--- config.mk ---
export PLATFORM = sky130hd
export DESIGN_NAME = chg_ctrl_regs
export DESIGN_NICKNAME = d
export VERILOG_FILES = /design/src/chg_pkg.sv /design/src/chg_evt_if.sv /design/src/chg_evt_flags.sv /design/src/chg_ctrl_regs.sv
export SDC_FILE = /design/constraint.sdc
export NUM_CORES = 1
export LEC_CHECK = 0
export BUFFER_PORTS_ARGS = -buffer_cell sky130_fd_sc_hd__clkbuf_2
export CAP_MARGIN = 40
export CORE_MARGIN = 10
export CORE_UTILIZATION = 50
export CTS_BUF_LIST = sky130_fd_sc_hd__clkbuf_2 sky130_fd_sc_hd__clkbuf_4 sky130_fd_sc_hd__clkbuf_8
export CTS_CLUSTER_DIAMETER = 150
export CTS_CLUSTER_SIZE = 14
export DETAILED_ROUTE_END_ITERATION = 10
export PLACE_DENSITY = 0.8
export REMOVE_ABC_BUFFERS = 1
export SYNTH_ARGS = -nofsm -noshare
export SYNTH_HDL_FRONTEND = slang
export SYNTH_SLANG_ARGS = --single-unit
--- constraint.sdc ---
create_clock -name CLK -period 2 [get_ports CLK]
set_input_delay 0.3 -clock CLK [delete_from_list [all_inputs] [get_ports CLK]]
set_output_delay 0.3 -clock CLK [all_outputs]
set_load 0.02 [all_outputs]
--- src/chg_pkg.sv ---
`default_nettype none

package chg_pkg;

    // Register offsets
    localparam logic [7:0] CTRL1_OFS = 8'h20;
    localparam logic [7:0] VOLT_CFG_OFS = 8'h21;
    localparam logic [7:0] CURR_CFG_OFS = 8'h22;
    localparam logic [7:0] EVT_FLAGS_OFS = 8'h24;
    localparam logic [7:0] EVT_MASKS_OFS = 8'h25;
    localparam logic [7:0] STATE_RPT_OFS = 8'h26;

    // Values after reset
    localparam logic [7:0] CTRL1_RST = 8'h18;
    localparam logic [7:0] VOLT_CFG_RST = 8'h1a;
    localparam logic [7:0] CURR_CFG_RST = 8'hd5;
    localparam logic [5:0] EVT_MASKS_RST = 6'h00;

    // Field positions
    localparam int FORCE_DIS_BIT = 7;
    localparam int ENABLE_OVR_BIT = 4;
    localparam int FAST_EN_BIT = 3;
    localparam int FAST_TMR_LSB = 0;
    localparam int CV_SEL_LSB = 0;
    localparam int OVP_LSB = 6;
    localparam int AUTO_OFF_BIT = 5;
    localparam int RANGE_BIT = 4;
    localparam int ISEL_LSB = 0;
    localparam int FAULT_EVT = 5;
    localparam int DONE_EVT = 4;
    localparam int CV_EVT = 3;
    localparam int FAST_EVT = 2;
    localparam int PRE_EVT = 1;
    localparam int IDLE_EVT = 0;
    localparam int FAST_EXPIRED_BIT = 7;
    localparam int PRE_EXPIRED_BIT = 6;
    localparam int NUM_EVT = 6;

    // Analog set points in mV and mA
    localparam logic [12:0] CV_BASE_MV = 13'h0fa0;
    localparam logic [12:0] CV_STEP_MV = 13'h0014;
    localparam logic [3:0] CV_LIN_MAX = 4'ha;
    localparam logic [12:0] CV_MV_D = 13'h107c;
    localparam logic [12:0] CV_MV_E = 13'h1090;
    localparam logic [12:0] CV_MV_F = 13'h109a;
    localparam logic [12:0] OVP_BASE_MV = 13'h1770;
    localparam logic [12:0] OVP_STEP_MV = 13'h01f4;
    localparam logic [9:0] LOW_RANGE_MA = 10'h05a;
    localparam logic [9:0] FAST_BASE_MA = 10'h0c8;
    localparam logic [9:0] FAST_STEP_MA = 10'h032;

    // Timing
    localparam int TMR_W = 44;
    localparam longint unsigned CLK_HZ = 64'h0ee6_b280;
    localparam longint unsigned PRE_TIMEOUT_MIN = 64'h1e;
    localparam longint unsigned AUTO_OFF_MIN = 64'h1e;
    localparam longint unsigned FAST_TIMEOUT_H0 = 64'h5;
    localparam longint unsigned FAST_TIMEOUT_H1 = 64'h6;
    localparam longint unsigned FAST_TIMEOUT_H2 = 64'h7;
    localparam logic [TMR_W-1:0] PRE_TIMEOUT_CYC = TMR_W'(PRE_TIMEOUT_MIN * 64'h3c * CLK_HZ);
    localparam logic [TMR_W-1:0] AUTO_OFF_CYC = TMR_W'(AUTO_OFF_MIN * 64'h3c * CLK_HZ);
    localparam logic [TMR_W-1:0] FAST_TIMEOUT0_CYC = TMR_W'(FAST_TIMEOUT_H0 * 64'he10 * CLK_HZ);
    localparam logic [TMR_W-1:0] FAST_TIMEOUT1_CYC = TMR_W'(FAST_TIMEOUT_H1 * 64'he10 * CLK_HZ);
    localparam logic [TMR_W-1:0] FAST_TIMEOUT2_CYC = TMR_W'(FAST_TIMEOUT_H2 * 64'he10 * CLK_HZ);
    localparam logic [1:0] FAST_TMR_OFF = 2'h3;

    typedef enum logic [2:0] {
        CHG_IDLE = 3'h0,
        CHG_PRE = 3'h1,
        CHG_FAST = 3'h3,
        CHG_CV = 3'h2,
        CHG_DONE = 3'h6,
        CHG_FAULT = 3'h7,
        CHG_STOP = 3'h5
    } chg_state_t;

endpackage : chg_pkg

`default_nettype wire

--- src/chg_evt_if.sv ---
`timescale 1ns/1ps
`default_nettype none

interface chg_evt_if;
    import chg_pkg::*;

    logic [NUM_EVT-1:0] set_evt;
    logic [NUM_EVT-1:0] mask;
    logic rd_clr;
    logic [NUM_EVT-1:0] flags;
    logic irq;

    modport owner (
        output set_evt,
        output mask,
        output rd_clr,
        input flags,
        input irq
    );

    modport bank (
        input set_evt,
        input mask,
        input rd_clr,
        output flags,
        output irq
    );

endinterface : chg_evt_if

`default_nettype wire

--- src/chg_evt_flags.sv ---
`timescale 1ns/1ps
`default_nettype none

module chg_evt_flags
    import chg_pkg::*;
(
    input wire logic clk,
    input wire logic srst,
    chg_evt_if.bank evt
);

    logic [NUM_EVT-1:0] flags_ff;
    logic [NUM_EVT-1:0] nxt_flags;
    logic irq_ff;
    logic nxt_irq;

    genvar i;
    generate
        for (i = 0; i < NUM_EVT; i++)
        begin : g_flag
            // A new event in the clearing read's cycle survives the clear
            always_comb
            begin
                nxt_flags[i] = evt.set_evt[i] | (flags_ff[i] & ~evt.rd_clr);
            end
        end
    endgenerate

    always_comb
    begin
        nxt_irq = |(nxt_flags & ~evt.mask);
    end

    always_ff @(posedge clk)
    begin
        if (srst)
        begin
            flags_ff <= '0;
            irq_ff <= 1'b0;
        end
        else
        begin
            flags_ff <= nxt_flags;
            irq_ff <= nxt_irq;
        end
    end

    assign evt.flags = flags_ff;
    assign evt.irq = irq_ff;

endmodule : chg_evt_flags

`default_nettype wire

--- src/chg_ctrl_regs.sv ---
// What this block does
// - CV threshold in bits 3-0, reset 1010
// - CV code maps 4.00 V to 4.25 V
// - Bits 7-6 select 6.0-7.5 V overvoltage
// - Auto shutoff ends CV after 30 minutes
// - Range bit picks 90 mA or coded current
// - Current code 200 mA plus 50 mA steps
// - One event flag per state, stop shares the idle flag, top bits zero
// - Event flags clear on host read
// - Mask bits suppress event interrupts, reset unmasked
// - Fast timer expiry sets bit 7, stops charging
// - Pre-charge timer expiry sets bit 6, stops
// - Restart only on re-attach or override toggle
// - Bit 5 flags other charger faults
// - Bits 4-0 show present charge state
// - Enable override bit, reset 1
`timescale 1ns/1ps
`default_nettype none

module chg_ctrl_regs
    import chg_pkg::*;
#(
    parameter logic [TMR_W-1:0] PRE_TIMEOUT = chg_pkg::PRE_TIMEOUT_CYC,
    parameter logic [TMR_W-1:0] AUTO_OFF_TIMEOUT = chg_pkg::AUTO_OFF_CYC,
    parameter logic [TMR_W-1:0] FAST_TIMEOUT0 = chg_pkg::FAST_TIMEOUT0_CYC,
    parameter logic [TMR_W-1:0] FAST_TIMEOUT1 = chg_pkg::FAST_TIMEOUT1_CYC,
    parameter logic [TMR_W-1:0] FAST_TIMEOUT2 = chg_pkg::FAST_TIMEOUT2_CYC
)
(
    input wire logic CLK,
    input wire logic SRST,
    input wire logic [7:0] REG_ADDR,
    input wire logic [7:0] REG_WDATA,
    input wire logic REG_WR,
    input wire logic REG_RD,
    output logic [7:0] REG_RDATA,
    input wire logic CHARGER_ATTACHED,
    input wire logic BAT_ABOVE_PRECHG,
    input wire logic BAT_AT_CV,
    input wire logic CHARGER_FAULT,
    output logic CHARGE_EN,
    output logic [2:0] CHARGE_STATE,
    output logic [12:0] CV_LEVEL_MV,
    output logic [12:0] OVP_LEVEL_MV,
    output logic [9:0] CURRENT_LIMIT_MA,
    output logic IRQ
);
    import chg_pkg::*;

    generate
        if (PRE_TIMEOUT == '0 || AUTO_OFF_TIMEOUT == '0 || FAST_TIMEOUT0 == '0
            || FAST_TIMEOUT1 == '0 || FAST_TIMEOUT2 == '0)
        begin : g_bad_timeout
            $error("chg_ctrl_regs: timeouts must be at least one cycle");
        end
    endgenerate

    function automatic logic [12:0] cv_code_to_mv(input logic [3:0] code);
        logic [12:0] mv;
        mv = CV_BASE_MV + CV_STEP_MV * {9'h000, code};
        case (code)
            4'hd: mv = CV_MV_D;
            4'he: mv = CV_MV_E;
            4'hf: mv = CV_MV_F;
            4'hb, 4'hc: mv = CV_BASE_MV + CV_STEP_MV * {9'h000, CV_LIN_MAX};
            default: mv = CV_BASE_MV + CV_STEP_MV * {9'h000, code};
        endcase
        return mv;
    endfunction : cv_code_to_mv

    // Pin synchronisers: the first stage feeds only the second
    logic [3:0] pin_s1_ff;
    logic [3:0] pin_s2_ff;
    logic attached_prev_ff;
    logic attached_s;
    logic above_pre_s;
    logic at_cv_s;
    logic fault_s;

    always_ff @(posedge CLK)
    begin
        if (SRST)
        begin
            pin_s1_ff <= 4'h0;
            pin_s2_ff <= 4'h0;
            attached_prev_ff <= 1'b0;
        end
        else
        begin
            pin_s1_ff <= {CHARGER_FAULT, BAT_AT_CV, BAT_ABOVE_PRECHG, CHARGER_ATTACHED};
            pin_s2_ff <= pin_s1_ff;
            attached_prev_ff <= pin_s2_ff[0];
        end
    end

    assign attached_s = pin_s2_ff[0];
    assign above_pre_s = pin_s2_ff[1];
    assign at_cv_s = pin_s2_ff[2];
    assign fault_s = pin_s2_ff[3];

    // Register file
    logic [7:0] ctrl1_ff;
    logic [7:0] volt_cfg_ff;
    logic [7:0] curr_cfg_ff;
    logic [5:0] masks_ff;
    logic [7:0] rdata_ff;
    logic [7:0] nxt_ctrl1;
    logic [7:0] nxt_volt_cfg;
    logic [7:0] nxt_curr_cfg;
    logic [5:0] nxt_masks;
    logic [7:0] nxt_rdata;
    logic [7:0] status_byte;
    logic fast_expired_ff;
    logic pre_expired_ff;

    chg_evt_if evt ();

    chg_evt_flags u_evt_flags (
        .clk(CLK),
        .srst(SRST),
        .evt(evt)
    );

    always_comb
    begin
        nxt_ctrl1 = ctrl1_ff;
        nxt_volt_cfg = volt_cfg_ff;
        nxt_curr_cfg = curr_cfg_ff;
        nxt_masks = masks_ff;
        if (REG_WR)
        begin
            // Status and event flag registers ignore writes: they report hardware state
            if (REG_ADDR == CTRL1_OFS)
            begin
                nxt_ctrl1 = REG_WDATA;
            end
            else if (REG_ADDR == VOLT_CFG_OFS)
            begin
                nxt_volt_cfg = REG_WDATA;
            end
            else if (REG_ADDR == CURR_CFG_OFS)
            begin
                nxt_curr_cfg = REG_WDATA;
            end
            else if (REG_ADDR == EVT_MASKS_OFS)
            begin
                nxt_masks = REG_WDATA[5:0];
            end
        end
    end

    always_comb
    begin
        nxt_rdata = 8'h00;
        if (REG_RD)
        begin
            if (REG_ADDR == CTRL1_OFS)
            begin
                nxt_rdata = ctrl1_ff;
            end
            else if (REG_ADDR == VOLT_CFG_OFS)
            begin
                nxt_rdata = volt_cfg_ff;
            end
            else if (REG_ADDR == CURR_CFG_OFS)
            begin
                nxt_rdata = curr_cfg_ff;
            end
            else if (REG_ADDR == EVT_FLAGS_OFS)
            begin
                nxt_rdata = {2'b00, evt.flags};
            end
            else if (REG_ADDR == EVT_MASKS_OFS)
            begin
                nxt_rdata = {2'b00, masks_ff};
            end
            else if (REG_ADDR == STATE_RPT_OFS)
            begin
                nxt_rdata = status_byte;
            end
        end
    end

    assign evt.rd_clr = REG_RD && (REG_ADDR == EVT_FLAGS_OFS);
    assign evt.mask = masks_ff;

    always_ff @(posedge CLK)
    begin
        if (SRST)
        begin
            ctrl1_ff <= CTRL1_RST;
            volt_cfg_ff <= VOLT_CFG_RST;
            curr_cfg_ff <= CURR_CFG_RST;
            masks_ff <= EVT_MASKS_RST;
            rdata_ff <= 8'h00;
        end
        else
        begin
            ctrl1_ff <= nxt_ctrl1;
            volt_cfg_ff <= nxt_volt_cfg;
            curr_cfg_ff <= nxt_curr_cfg;
            masks_ff <= nxt_masks;
            rdata_ff <= nxt_rdata;
        end
    end

    // Charge sequencer
    chg_state_t state_ff;
    chg_state_t nxt_state;
    logic [TMR_W-1:0] tmr_ff;
    logic [TMR_W-1:0] nxt_tmr;
    logic [TMR_W-1:0] tmr_lim;
    logic tmr_on;
    logic tmr_hit;
    logic ovr_prev_ff;
    logic nxt_fast_expired;
    logic nxt_pre_expired;
    logic enabled;
    logic restart;
    logic [5:0] nxt_set_evt;

    // Timeout shutdown is left only by a fresh attach or an override toggle
    assign restart = (attached_s & ~attached_prev_ff)
        | (ctrl1_ff[ENABLE_OVR_BIT] ^ ovr_prev_ff);
    assign enabled = ~ctrl1_ff[FORCE_DIS_BIT]
        & (ctrl1_ff[ENABLE_OVR_BIT] | attached_s);

    always_comb
    begin
        tmr_on = 1'b0;
        tmr_lim = PRE_TIMEOUT;
        case (state_ff)
            CHG_PRE:
            begin
                tmr_on = 1'b1;
                tmr_lim = PRE_TIMEOUT;
            end
            CHG_FAST:
            begin
                tmr_on = ctrl1_ff[FAST_TMR_LSB +: 2] != FAST_TMR_OFF;
                case (ctrl1_ff[FAST_TMR_LSB +: 2])
                    2'h0: tmr_lim = FAST_TIMEOUT0;
                    2'h1: tmr_lim = FAST_TIMEOUT1;
                    default: tmr_lim = FAST_TIMEOUT2;
                endcase
            end
            CHG_CV:
            begin
                tmr_on = curr_cfg_ff[AUTO_OFF_BIT];
                tmr_lim = AUTO_OFF_TIMEOUT;
            end
            default:
            begin
                tmr_on = 1'b0;
                tmr_lim = PRE_TIMEOUT;
            end
        endcase
        tmr_hit = tmr_on && (tmr_ff == tmr_lim - TMR_W'(1));
    end

    always_comb
    begin
        nxt_state = state_ff;
        nxt_fast_expired = fast_expired_ff;
        nxt_pre_expired = pre_expired_ff;
        case (state_ff)
            CHG_IDLE:
            begin
                if (enabled)
                begin
                    nxt_state = CHG_PRE;
                end
            end
            CHG_PRE:
            begin
                if (tmr_hit)
                begin
                    nxt_state = CHG_STOP;
                    nxt_pre_expired = 1'b1;
                end
                else if (above_pre_s && ctrl1_ff[FAST_EN_BIT])
                begin
                    nxt_state = CHG_FAST;
                end
            end
            CHG_FAST:
            begin
                if (tmr_hit)
                begin
                    nxt_state = CHG_STOP;
                    nxt_fast_expired = 1'b1;
                end
                else if (at_cv_s)
                begin
                    nxt_state = CHG_CV;
                end
            end
            CHG_CV:
            begin
                if (tmr_hit)
                begin
                    nxt_state = CHG_DONE;
                end
            end
            CHG_DONE:
            begin
                nxt_state = CHG_DONE;
            end
            CHG_FAULT:
            begin
                if (!fault_s)
                begin
                    nxt_state = CHG_IDLE;
                end
            end
            CHG_STOP:
            begin
                if (restart)
                begin
                    nxt_state = CHG_IDLE;
                    nxt_fast_expired = 1'b0;
                    nxt_pre_expired = 1'b0;
                end
            end
            default:
            begin
                nxt_state = CHG_IDLE;
            end
        endcase
        // Disable and faults override sequencing, but a timeout shutdown holds
        if (state_ff != CHG_STOP)
        begin
            if (!enabled)
            begin
                nxt_state = CHG_IDLE;
            end
            else if (fault_s)
            begin
                nxt_state = CHG_FAULT;
            end
        end
        nxt_tmr = (nxt_state != state_ff || !tmr_on) ? '0 : tmr_ff + TMR_W'(1);
    end

    // Each state entry raises its event; shutdown reports as idle
    always_comb
    begin
        nxt_set_evt = 6'h00;
        if (nxt_state != state_ff)
        begin
            case (nxt_state)
                CHG_FAULT: nxt_set_evt[FAULT_EVT] = 1'b1;
                CHG_DONE: nxt_set_evt[DONE_EVT] = 1'b1;
                CHG_CV: nxt_set_evt[CV_EVT] = 1'b1;
                CHG_FAST: nxt_set_evt[FAST_EVT] = 1'b1;
                CHG_PRE: nxt_set_evt[PRE_EVT] = 1'b1;
                default: nxt_set_evt[IDLE_EVT] = 1'b1;
            endcase
        end
    end

    assign evt.set_evt = nxt_set_evt;

    always_ff @(posedge CLK)
    begin
        if (SRST)
        begin
            state_ff <= CHG_IDLE;
            tmr_ff <= '0;
            fast_expired_ff <= 1'b0;
            pre_expired_ff <= 1'b0;
            ovr_prev_ff <= 1'b1;
        end
        else
        begin
            state_ff <= nxt_state;
            tmr_ff <= nxt_tmr;
            fast_expired_ff <= nxt_fast_expired;
            pre_expired_ff <= nxt_pre_expired;
            ovr_prev_ff <= ctrl1_ff[ENABLE_OVR_BIT];
        end
    end

    always_comb
    begin
        status_byte = 8'h00;
        status_byte[FAST_EXPIRED_BIT] = fast_expired_ff;
        status_byte[PRE_EXPIRED_BIT] = pre_expired_ff;
        status_byte[FAULT_EVT] = state_ff == CHG_FAULT;
        status_byte[DONE_EVT] = state_ff == CHG_DONE;
        status_byte[CV_EVT] = state_ff == CHG_CV;
        status_byte[FAST_EVT] = state_ff == CHG_FAST;
        status_byte[PRE_EVT] = state_ff == CHG_PRE;
        status_byte[IDLE_EVT] = state_ff == CHG_IDLE || state_ff == CHG_STOP;
    end

    // Analog set points, registered so the loop sees clean steps
    logic [12:0] cv_mv_ff;
    logic [12:0] ovp_mv_ff;
    logic [9:0] ilim_ff;
    logic chg_en_ff;
    logic [12:0] nxt_cv_mv;
    logic [12:0] nxt_ovp_mv;
    logic [9:0] nxt_ilim;
    logic nxt_chg_en;

    always_comb
    begin
        nxt_cv_mv = cv_code_to_mv(volt_cfg_ff[CV_SEL_LSB +: 4]);
        nxt_ovp_mv = OVP_BASE_MV + OVP_STEP_MV * {11'h000, curr_cfg_ff[OVP_LSB +: 2]};
        if (curr_cfg_ff[RANGE_BIT])
        begin
            nxt_ilim = FAST_BASE_MA + FAST_STEP_MA * {6'h00, curr_cfg_ff[ISEL_LSB +: 4]};
        end
        else
        begin
            nxt_ilim = LOW_RANGE_MA;
        end
        nxt_chg_en = nxt_state == CHG_PRE || nxt_state == CHG_FAST || nxt_state == CHG_CV;
    end

    always_ff @(posedge CLK)
    begin
        if (SRST)
        begin
            cv_mv_ff <= 13'h0000;
            ovp_mv_ff <= 13'h0000;
            ilim_ff <= 10'h000;
            chg_en_ff <= 1'b0;
        end
        else
        begin
            cv_mv_ff <= nxt_cv_mv;
            ovp_mv_ff <= nxt_ovp_mv;
            ilim_ff <= nxt_ilim;
            chg_en_ff <= nxt_chg_en;
        end
    end

    assign REG_RDATA = rdata_ff;
    assign CHARGE_EN = chg_en_ff;
    assign CHARGE_STATE = state_ff;
    assign CV_LEVEL_MV = cv_mv_ff;
    assign OVP_LEVEL_MV = ovp_mv_ff;
    assign CURRENT_LIMIT_MA = ilim_ff;
    assign IRQ = evt.irq;

endmodule : chg_ctrl_regs

`default_nettype wire

* Yosys cells after proc, flatten, opt, wreduce, memory -nomap -nowiden
Cells that the tools add are included.
** Word-level totals
- Register bits after elaboration :: 141
- Input port bits :: 24
- Output and inout port bits :: 49
- Logic and storage cells :: 143
** Cells by class
- Add/sub/neg operators :: 5
- $mul :: 3
- Equality and inequality tests :: 30
- Multiplexer cells :: 34
- Bitwise logic cells :: 27
- Reduce and logical (&&, ||, !) cells :: 24
** Operators by type and width (number)
- $pmux W41 S2 :: 1
- $pmux W13 S4 :: 1
- $eq A8 B6 Y1 const B :: 6
- $mux W8 :: 6
- $add A44 B1 Y44 const B :: 1
- $eq A44 B44 Y1 :: 1
- $sub A44 B1 Y44 const B :: 1
- $mux W43 :: 1
- $mux W3 :: 11
- $pmux W3 S7 :: 1
- $eq A4 B4 Y1 const B :: 5
- $eq A3 B3 Y1 const B :: 5
- $add A12 B9 Y13 const A :: 1
- $add A13 B11 Y13 const A :: 1
- $eq A3 B2 Y1 const B :: 4
- $add A8 B10 Y10 const A :: 1
- $mul A5 B4 Y9 const A :: 1
- $mul A7 B2 Y9 const A :: 1
- $reduce_and A3 Y1 :: 3
- $and A1 B1 Y1 :: 8
- $mux W1 :: 8
- $not A1 Y1 :: 8
- $or A1 B1 Y1 :: 8
- $reduce_or A2 Y1 :: 4
- other kinds (25) :: 35

* Longest topological paths before layout
- Word-level depth :: 18
- Gate-level depth with buffers :: 10
- Depth with buffers taken out :: 9

* By module
From an unflattened synthesis, not the netlist that was laid out.
** Unflattened totals
- Cells, all modules :: 776
- Area, all modules :: 6909.1 um^2
** By module, submodules not included
- chg_ctrl_regs :: times used 1, cells each 751, area an instance 6666.4 um^2, sequential area each 2542.4 um^2
- chg_evt_flags :: times used 1, cells each 25, area an instance 242.7 um^2, sequential area each 140.1 um^2

* Worst setup path before layout
OpenSTA, ideal clock, no wires.
- Path kind :: reg-to-reg
- Start :: reg state_ff[2], in the netlist CHARGE_STATE[2]
- End :: reg u_evt_flags.irq_ff, in the netlist u_evt_flags.evt.irq
- Library setup time :: 0.125 ns
- Arrival time :: 2.186 ns
- Required time :: 1.875 ns
- Slack :: -0.311 ns
- Stages on the path, launching flop included :: 10
- Buffers on the path :: 2
- Clock period less this slack :: 2.311 ns
- Cells stage by stage :: dfxtp_1 -> buf_6 -> and3b_1 -> buf_6 -> a2111oi_4 -> o21ai_1 -> nor4_4 -> nand2_1 -> a211oi_2 -> a31oi_1
** On the way
- Longest elaborated chain between the ends :: 17
- Elaborated cells on any way between the ends :: 47
- Classes of those cells :: add/sub: 1; eq/ne: 14; mux: 21; bitwise: 7; reduce/logical: 4
** Ends and longest elaborated chain
- from (decl) :: RTL line chg_ctrl_regs.sv:208 : chg_state_t state_ff;
- from (signal assigned) :: RTL line chg_ctrl_regs.sv:376 : state_ff <= nxt_state;
- $eq A3 B2 Y1 :: RTL line chg_ctrl_regs.sv:232, chg_ctrl_regs.sv:266
- $mux W43 :: RTL line chg_ctrl_regs.sv:232 : case (state_ff)
- $sub A44 B1 Y44 :: RTL line chg_ctrl_regs.sv:258 : tmr_hit = tmr_on && (tmr_ff == tmr_lim - TMR_W'(1));
- $eq A44 B44 Y1 :: RTL line chg_ctrl_regs.sv:258
- $logic_and A1 B1 Y1 :: RTL line chg_ctrl_regs.sv:258
- $mux W3 (on tied branches) :: RTL line chg_ctrl_regs.sv:300, chg_ctrl_regs.sv:276, chg_ctrl_regs.sv:288
- $pmux W3 S7 :: RTL line chg_ctrl_regs.sv:266 : case (state_ff)
- $mux W3 :: RTL line chg_ctrl_regs.sv:337 : else if (fault_s)
- $mux W3 :: RTL line chg_ctrl_regs.sv:333 : if (!enabled)
- $mux W3 :: RTL line chg_ctrl_regs.sv:331 : if (state_ff != CHG_STOP)
- $eq A3 B1 Y1, or another cell as far along :: RTL line chg_ctrl_regs.sv:351 : case (nxt_state)
- $reduce_or A5 Y1 (no source line)
- $mux W1 :: RTL line chg_ctrl_regs.sv:351
- $mux W6 * :: RTL line chg_ctrl_regs.sv:349 : if (nxt_state != state_ff)
- $or A1 B1 Y1 :: RTL line chg_evt_flags.sv:24 : nxt_flags[i] = evt.set_evt[i] | (flags_ff[i] & ~evt.rd_clr);
- $and A6 B6 Y6 * :: RTL line chg_evt_flags.sv:31 : nxt_irq = |(nxt_flags & ~evt.mask);
- $reduce_or A6 Y1 * :: RTL line chg_evt_flags.sv:31
- to (signal assigned) :: RTL line chg_evt_flags.sv:44 : irq_ff <= nxt_irq;
- to (decl) :: RTL line chg_evt_flags.sv:14 : logic irq_ff;
Mark *: on every way between the ends. The rest lies on a longest branch, timed or not.
A chain may end at the register's enable or synchronous reset.

* Worst setup path after layout
- Start :: reg tmr_ff[24]
- End :: reg tmr_ff[12]
** On the way
- Longest elaborated chain between the ends :: 10
- Elaborated cells on any way between the ends :: 12
- Classes of those cells :: eq/ne: 2; mux: 7; reduce/logical: 3
** Ends and longest elaborated chain
- from (decl) :: RTL line chg_ctrl_regs.sv:210 : logic [TMR_W-1:0] tmr_ff;
- from (signal assigned) :: RTL line chg_ctrl_regs.sv:377 : tmr_ff <= nxt_tmr;
- $eq A44 B44 Y1 * :: RTL line chg_ctrl_regs.sv:258
- $logic_and A1 B1 Y1 * :: RTL line chg_ctrl_regs.sv:258
- $mux W3 (on tied branches) :: RTL line chg_ctrl_regs.sv:300, chg_ctrl_regs.sv:276, chg_ctrl_regs.sv:288
- $pmux W3 S7 * :: RTL line chg_ctrl_regs.sv:266
- $mux W3 :: RTL line chg_ctrl_regs.sv:337
- $mux W3 :: RTL line chg_ctrl_regs.sv:333
- $mux W3 * :: RTL line chg_ctrl_regs.sv:331
- $ne A3 B3 Y1 * :: RTL line chg_ctrl_regs.sv:342 : nxt_tmr = (nxt_state != state_ff || !tmr_on) ? '0 : tmr_ff + TMR_W'(1);
- $logic_or A1 B1 Y1 * :: RTL line chg_ctrl_regs.sv:342
- $reduce_or A2 Y1 (no source line) *
Marks and branches as above.

==> reports/metrics.sh <==
OUTCOME='finished with violations'
FAILED_CHECKS='negative setup slack'
DIE_X_UM=136.4
SYNTH.MOST_COMMON_CELL='sky130_fd_sc_hd__dfxtp_1'
P_LEAK_nW=3.669
DETAILEDPLACEMENTHPWL_UM=13260
GP_ROUTABILITY_CONGESTION=0.9369
CP-START-KIND='flip-flop'
POST-SYNTH-TOP-AREA-FRACTION_PCT=39.60
GLOBAL_ROUTE_WIRE_LENGTH_BEFORE_REPAIR_UM=29900
WIRE_LENGTH_REPORTED_BY_THE_DETAILED_ROUTER_UM=20380
PRECTSSETUPSLACK_PS=-252.1
FIN_AREA_MM2=0.009144
POST-ROUTE-MIN-PERIOD_PS=2213
CLOCK_INSERTION_DELAY_WORST_SKEW_PS=480
POSTSYNTHCELLCOUNT=797
MAX_FREQ_MHz=451.9
SYN-CELL-AREA_MM2=0.006774
ROUTE.ANTENNA.REMAINING_NETS=0
REPORT.FINAL.SETUP_VIOL=57
CLOCK_TREE.BUFFER_DEPTH=2
DRIVE_ABOVE_1_SHARE_PCT=36.29
GRT.MET2_USAGE_PCT=33.32
H-TREE-DEPTH=4
ROUTED_VIA_DENSITY=5.744
CLKSINKCOUNT=134
YS_SEQ_ELEMENTS=134
GR-USAGE-MET1_PCT=23.02
ROUTE.DETAILED.DRC=0
POWERDENSITY_mW_PER_MM2=605.6
GLOBALROUTETOTALUTIL_PCT=19.88
ROUTE.VIAS.TOTAL=6646
PLACED_CELL_AREA_MM2=0.008010
FIN_WORST_HOLD_SLACK_PS=39.53
P_TOTAL_mW=5.537
WL_PER_CELL_UM=17.62
CRITPATHARRIVALTIME_PS=2580
LAYOUT_WORST_PATH_CYCLE_SHARE_PCT=110.6
SETUP.WORST_PATH.END_CLASS='flip-flop'
INSERTEDDIODECOUNT=0
SYN2LAYOUT_AREA_GROWTH_PCT=34.98
POST_CTS_HOLD_BUFFER_COUNT=0
SYNTH_SEQUENTIAL_AREA_RATIO_PCT=39.60
GRT_SETUP_UNREPAIRED='true'
SYNTH_FLOP_CELL='sky130_fd_sc_hd__dfxtp_1'
DRV_SLEW=0
IO_PINS=73
WORST_EP_REQUIRED_TIME_PS=2360
PLACEDCELLCOUNT=1112
NUMCTSBUFFERS=17
PLACEABLECOREAREA_MM2=0.01324
YS_TYPES=79
FIRST_ITER_VIOLATIONS=638
LARGEST_NET_DEGREE_AT_THE_START_OF_GLOBAL_ROUTING=64
FINALSETUPTNS_PS=-9445
YOSYS_WARNINGS=0
FINALHOLDVIOLATIONS=0
PLACE.PORT_BUFFERS=67
SYNTH-EDFF-COUNT=0
CTS.REPORTEDPATHS.CLKPINSLEW_PS=80
WORSTMARGINPINSLEW_PS=592.4
DIE_H_UM=136.4
PATH_MAX_FANOUT=8
MAXCAPVIOLATIONS=0
SYNTHARSTFLOPSHARE_PCT=0
OVERFLOW=0
SYNTHESIS.AREA_PER_INSTANCE_UM2=8.499
WORST_CASE_HEADROOM_TO_THE_MAX_SLEW_LIMIT_PCT=60.14
IR_DROP_mV=0.4244
CLOCK_ROOT_BUFFER='sky130_fd_sc_hd__clkbuf_8'
FINISH.NET_COUNT=1014
SETUP.WORST_PATH.CLASS='reg -> reg'
POSTLAYOUTSETUPSLACKWORST_PS=-212.9
ANTENNA_FOUND_INITIAL=0
INSTANCES_NO_FILL=1157
ROW_COUNT=42
SYNTHDOMINANTAREACELLTYPE='sky130_fd_sc_hd__dfxtp_1'
YOSYS-TOP-CELLS-COUNT='sky130_fd_sc_hd__dfxtp_1, sky130_fd_sc_hd__nor2_1, sky130_fd_sc_hd__nand2_1, sky130_fd_sc_hd__a21oi_1, sky130_fd_sc_hd__nand3_1'
WORST_CLOCK_SKEW_PS=19.84
INITIAL_CORE_UTILIZATION_PCT=51.15
MIN_PATH_TYPE='in -> reg'
POSTLAYOUTCOREUTIL_PCT=69.05
DRT_FIRST_PASS_ITERS=6
SYNTHTOPCELLSBYAREA='sky130_fd_sc_hd__dfxtp_1, sky130_fd_sc_hd__nor2_1, sky130_fd_sc_hd__nand2_1, sky130_fd_sc_hd__xor2_1, sky130_fd_sc_hd__ha_1'
FP.DIEAREA_MM2=0.01860
VIAS_IN_THE_FIRST_GLOBAL_ROUTE=6187
CTS_TREE='done'
GRT-BUSIEST-LAYER='met2'
GRT_USE_MET3_PCT=5.092
-- per-layer routing --
| layer | vias up | routed length, um |
|---|---|---|
| li1 | 3129 | - |
| met1 | 3120 | 7989 |
| met2 | 321 | 10050 |
| met3 | 76 | 1542 |
| met4 | 0 | 805 |
| met5 | - | 0 |
-- path summary, 6_finish.rpt --
path                    startpoint            to  slack [ps]  depth (start not counted)
setup / recovery        tmr_ff[24]    tmr_ff[12]        -210                          8
hold / removal    CHARGER_ATTACHED  pin_s1_ff[0]          40                          2
hold reg to reg       pin_s1_ff[0]  pin_s2_ff[0]         440                          1
setup reg to reg        tmr_ff[24]    tmr_ff[12]        -210                          8
-- critical path, cell delays in order (launching register included) --
cell,delay (ps)
sky130_fd_sc_hd__dfxtp_2,330
sky130_fd_sc_hd__or3b_4,400
sky130_fd_sc_hd__a2111oi_4,380
sky130_fd_sc_hd__nor3_4,110
sky130_fd_sc_hd__nor3_2,180
sky130_fd_sc_hd__a211o_2,150
sky130_fd_sc_hd__nand3b_4,270
sky130_fd_sc_hd__clkbuf_16,230
sky130_fd_sc_hd__nor2_1,40
-- report_power, final --
group	switching (mW)	internal [mW]
sequential	0.0301	2.71
combinational	0.331	0.236
clock	1.19	1.03
total	1.56	3.98
-- flip-flops by register name, summed over array words and instances, names as in the netlist, 8 cells and up --
name	flops
CV_LEVEL_MV	11
CURRENT_LIMIT_MA	9
ctrl1_ff	8
curr_cfg_ff	8
REG_RDATA	8
volt_cfg_ff	8
tmr_ff	44
OVP_LEVEL_MV	9
-- what timing repair did --
action                                  4_1_cts  5_1_grt
pin swaps                                    15       60
gates resized for setup                      30      128
buffers inserted                              2        8
gates cloned                                  0        3
endpoints found under the setup margin       61       62
-- final cells by class --
class	count	area, um^2
Clock buffer	18	241.5
Clock inverter	14	142.6
Fill cell	977	4099
Inverter	24	92.59
Multi-Input combinational cell	597	4317
Sequential cell	134	2705
Tap cell	176	220.2
Timing Repair Buffer	194	1425
-- logic make-up after synthesis --
| group | Yosys count | share of synthesized area (%) |
|---|---|---|
| and+or+nand+nor | 375 | 29.00 |
| xor gates and xnor gates | 54 | 6.982 |
| AOI/OAI and AO/OA | 127 | 12.97 |
| DFF | 134 | 39.60 |
| other | 1 | 0.05536 |
| muxes | 14 | 2.143 |
| adders and majority gates | 22 | 4.285 |
| buffers and inverters | 70 | 4.968 |
-- placed cells by master, fill, tap and decap left out, types with 22 or more instances in the layout --
| cell type | Yosys | routed |
|---|---|---|
| sky130_fd_sc_hd__a21oi_1 | 44 | 42 |
| sky130_fd_sc_hd__buf_4 | 8 | 111 |
| sky130_fd_sc_hd__clkbuf_2 | 0 | 67 |
| sky130_fd_sc_hd__dfxtp_1 | 134 | 120 |
| sky130_fd_sc_hd__inv_1 | 23 | 22 |
| sky130_fd_sc_hd__nand2_1 | 94 | 92 |
| sky130_fd_sc_hd__nand3_1 | 41 | 37 |
| sky130_fd_sc_hd__nor2_1 | 98 | 58 |
| sky130_fd_sc_hd__nor2_4 | 1 | 28 |
| sky130_fd_sc_hd__xor2_1 | 30 | 26 |
Note: power is estimated with default switching activity, not from simulation.
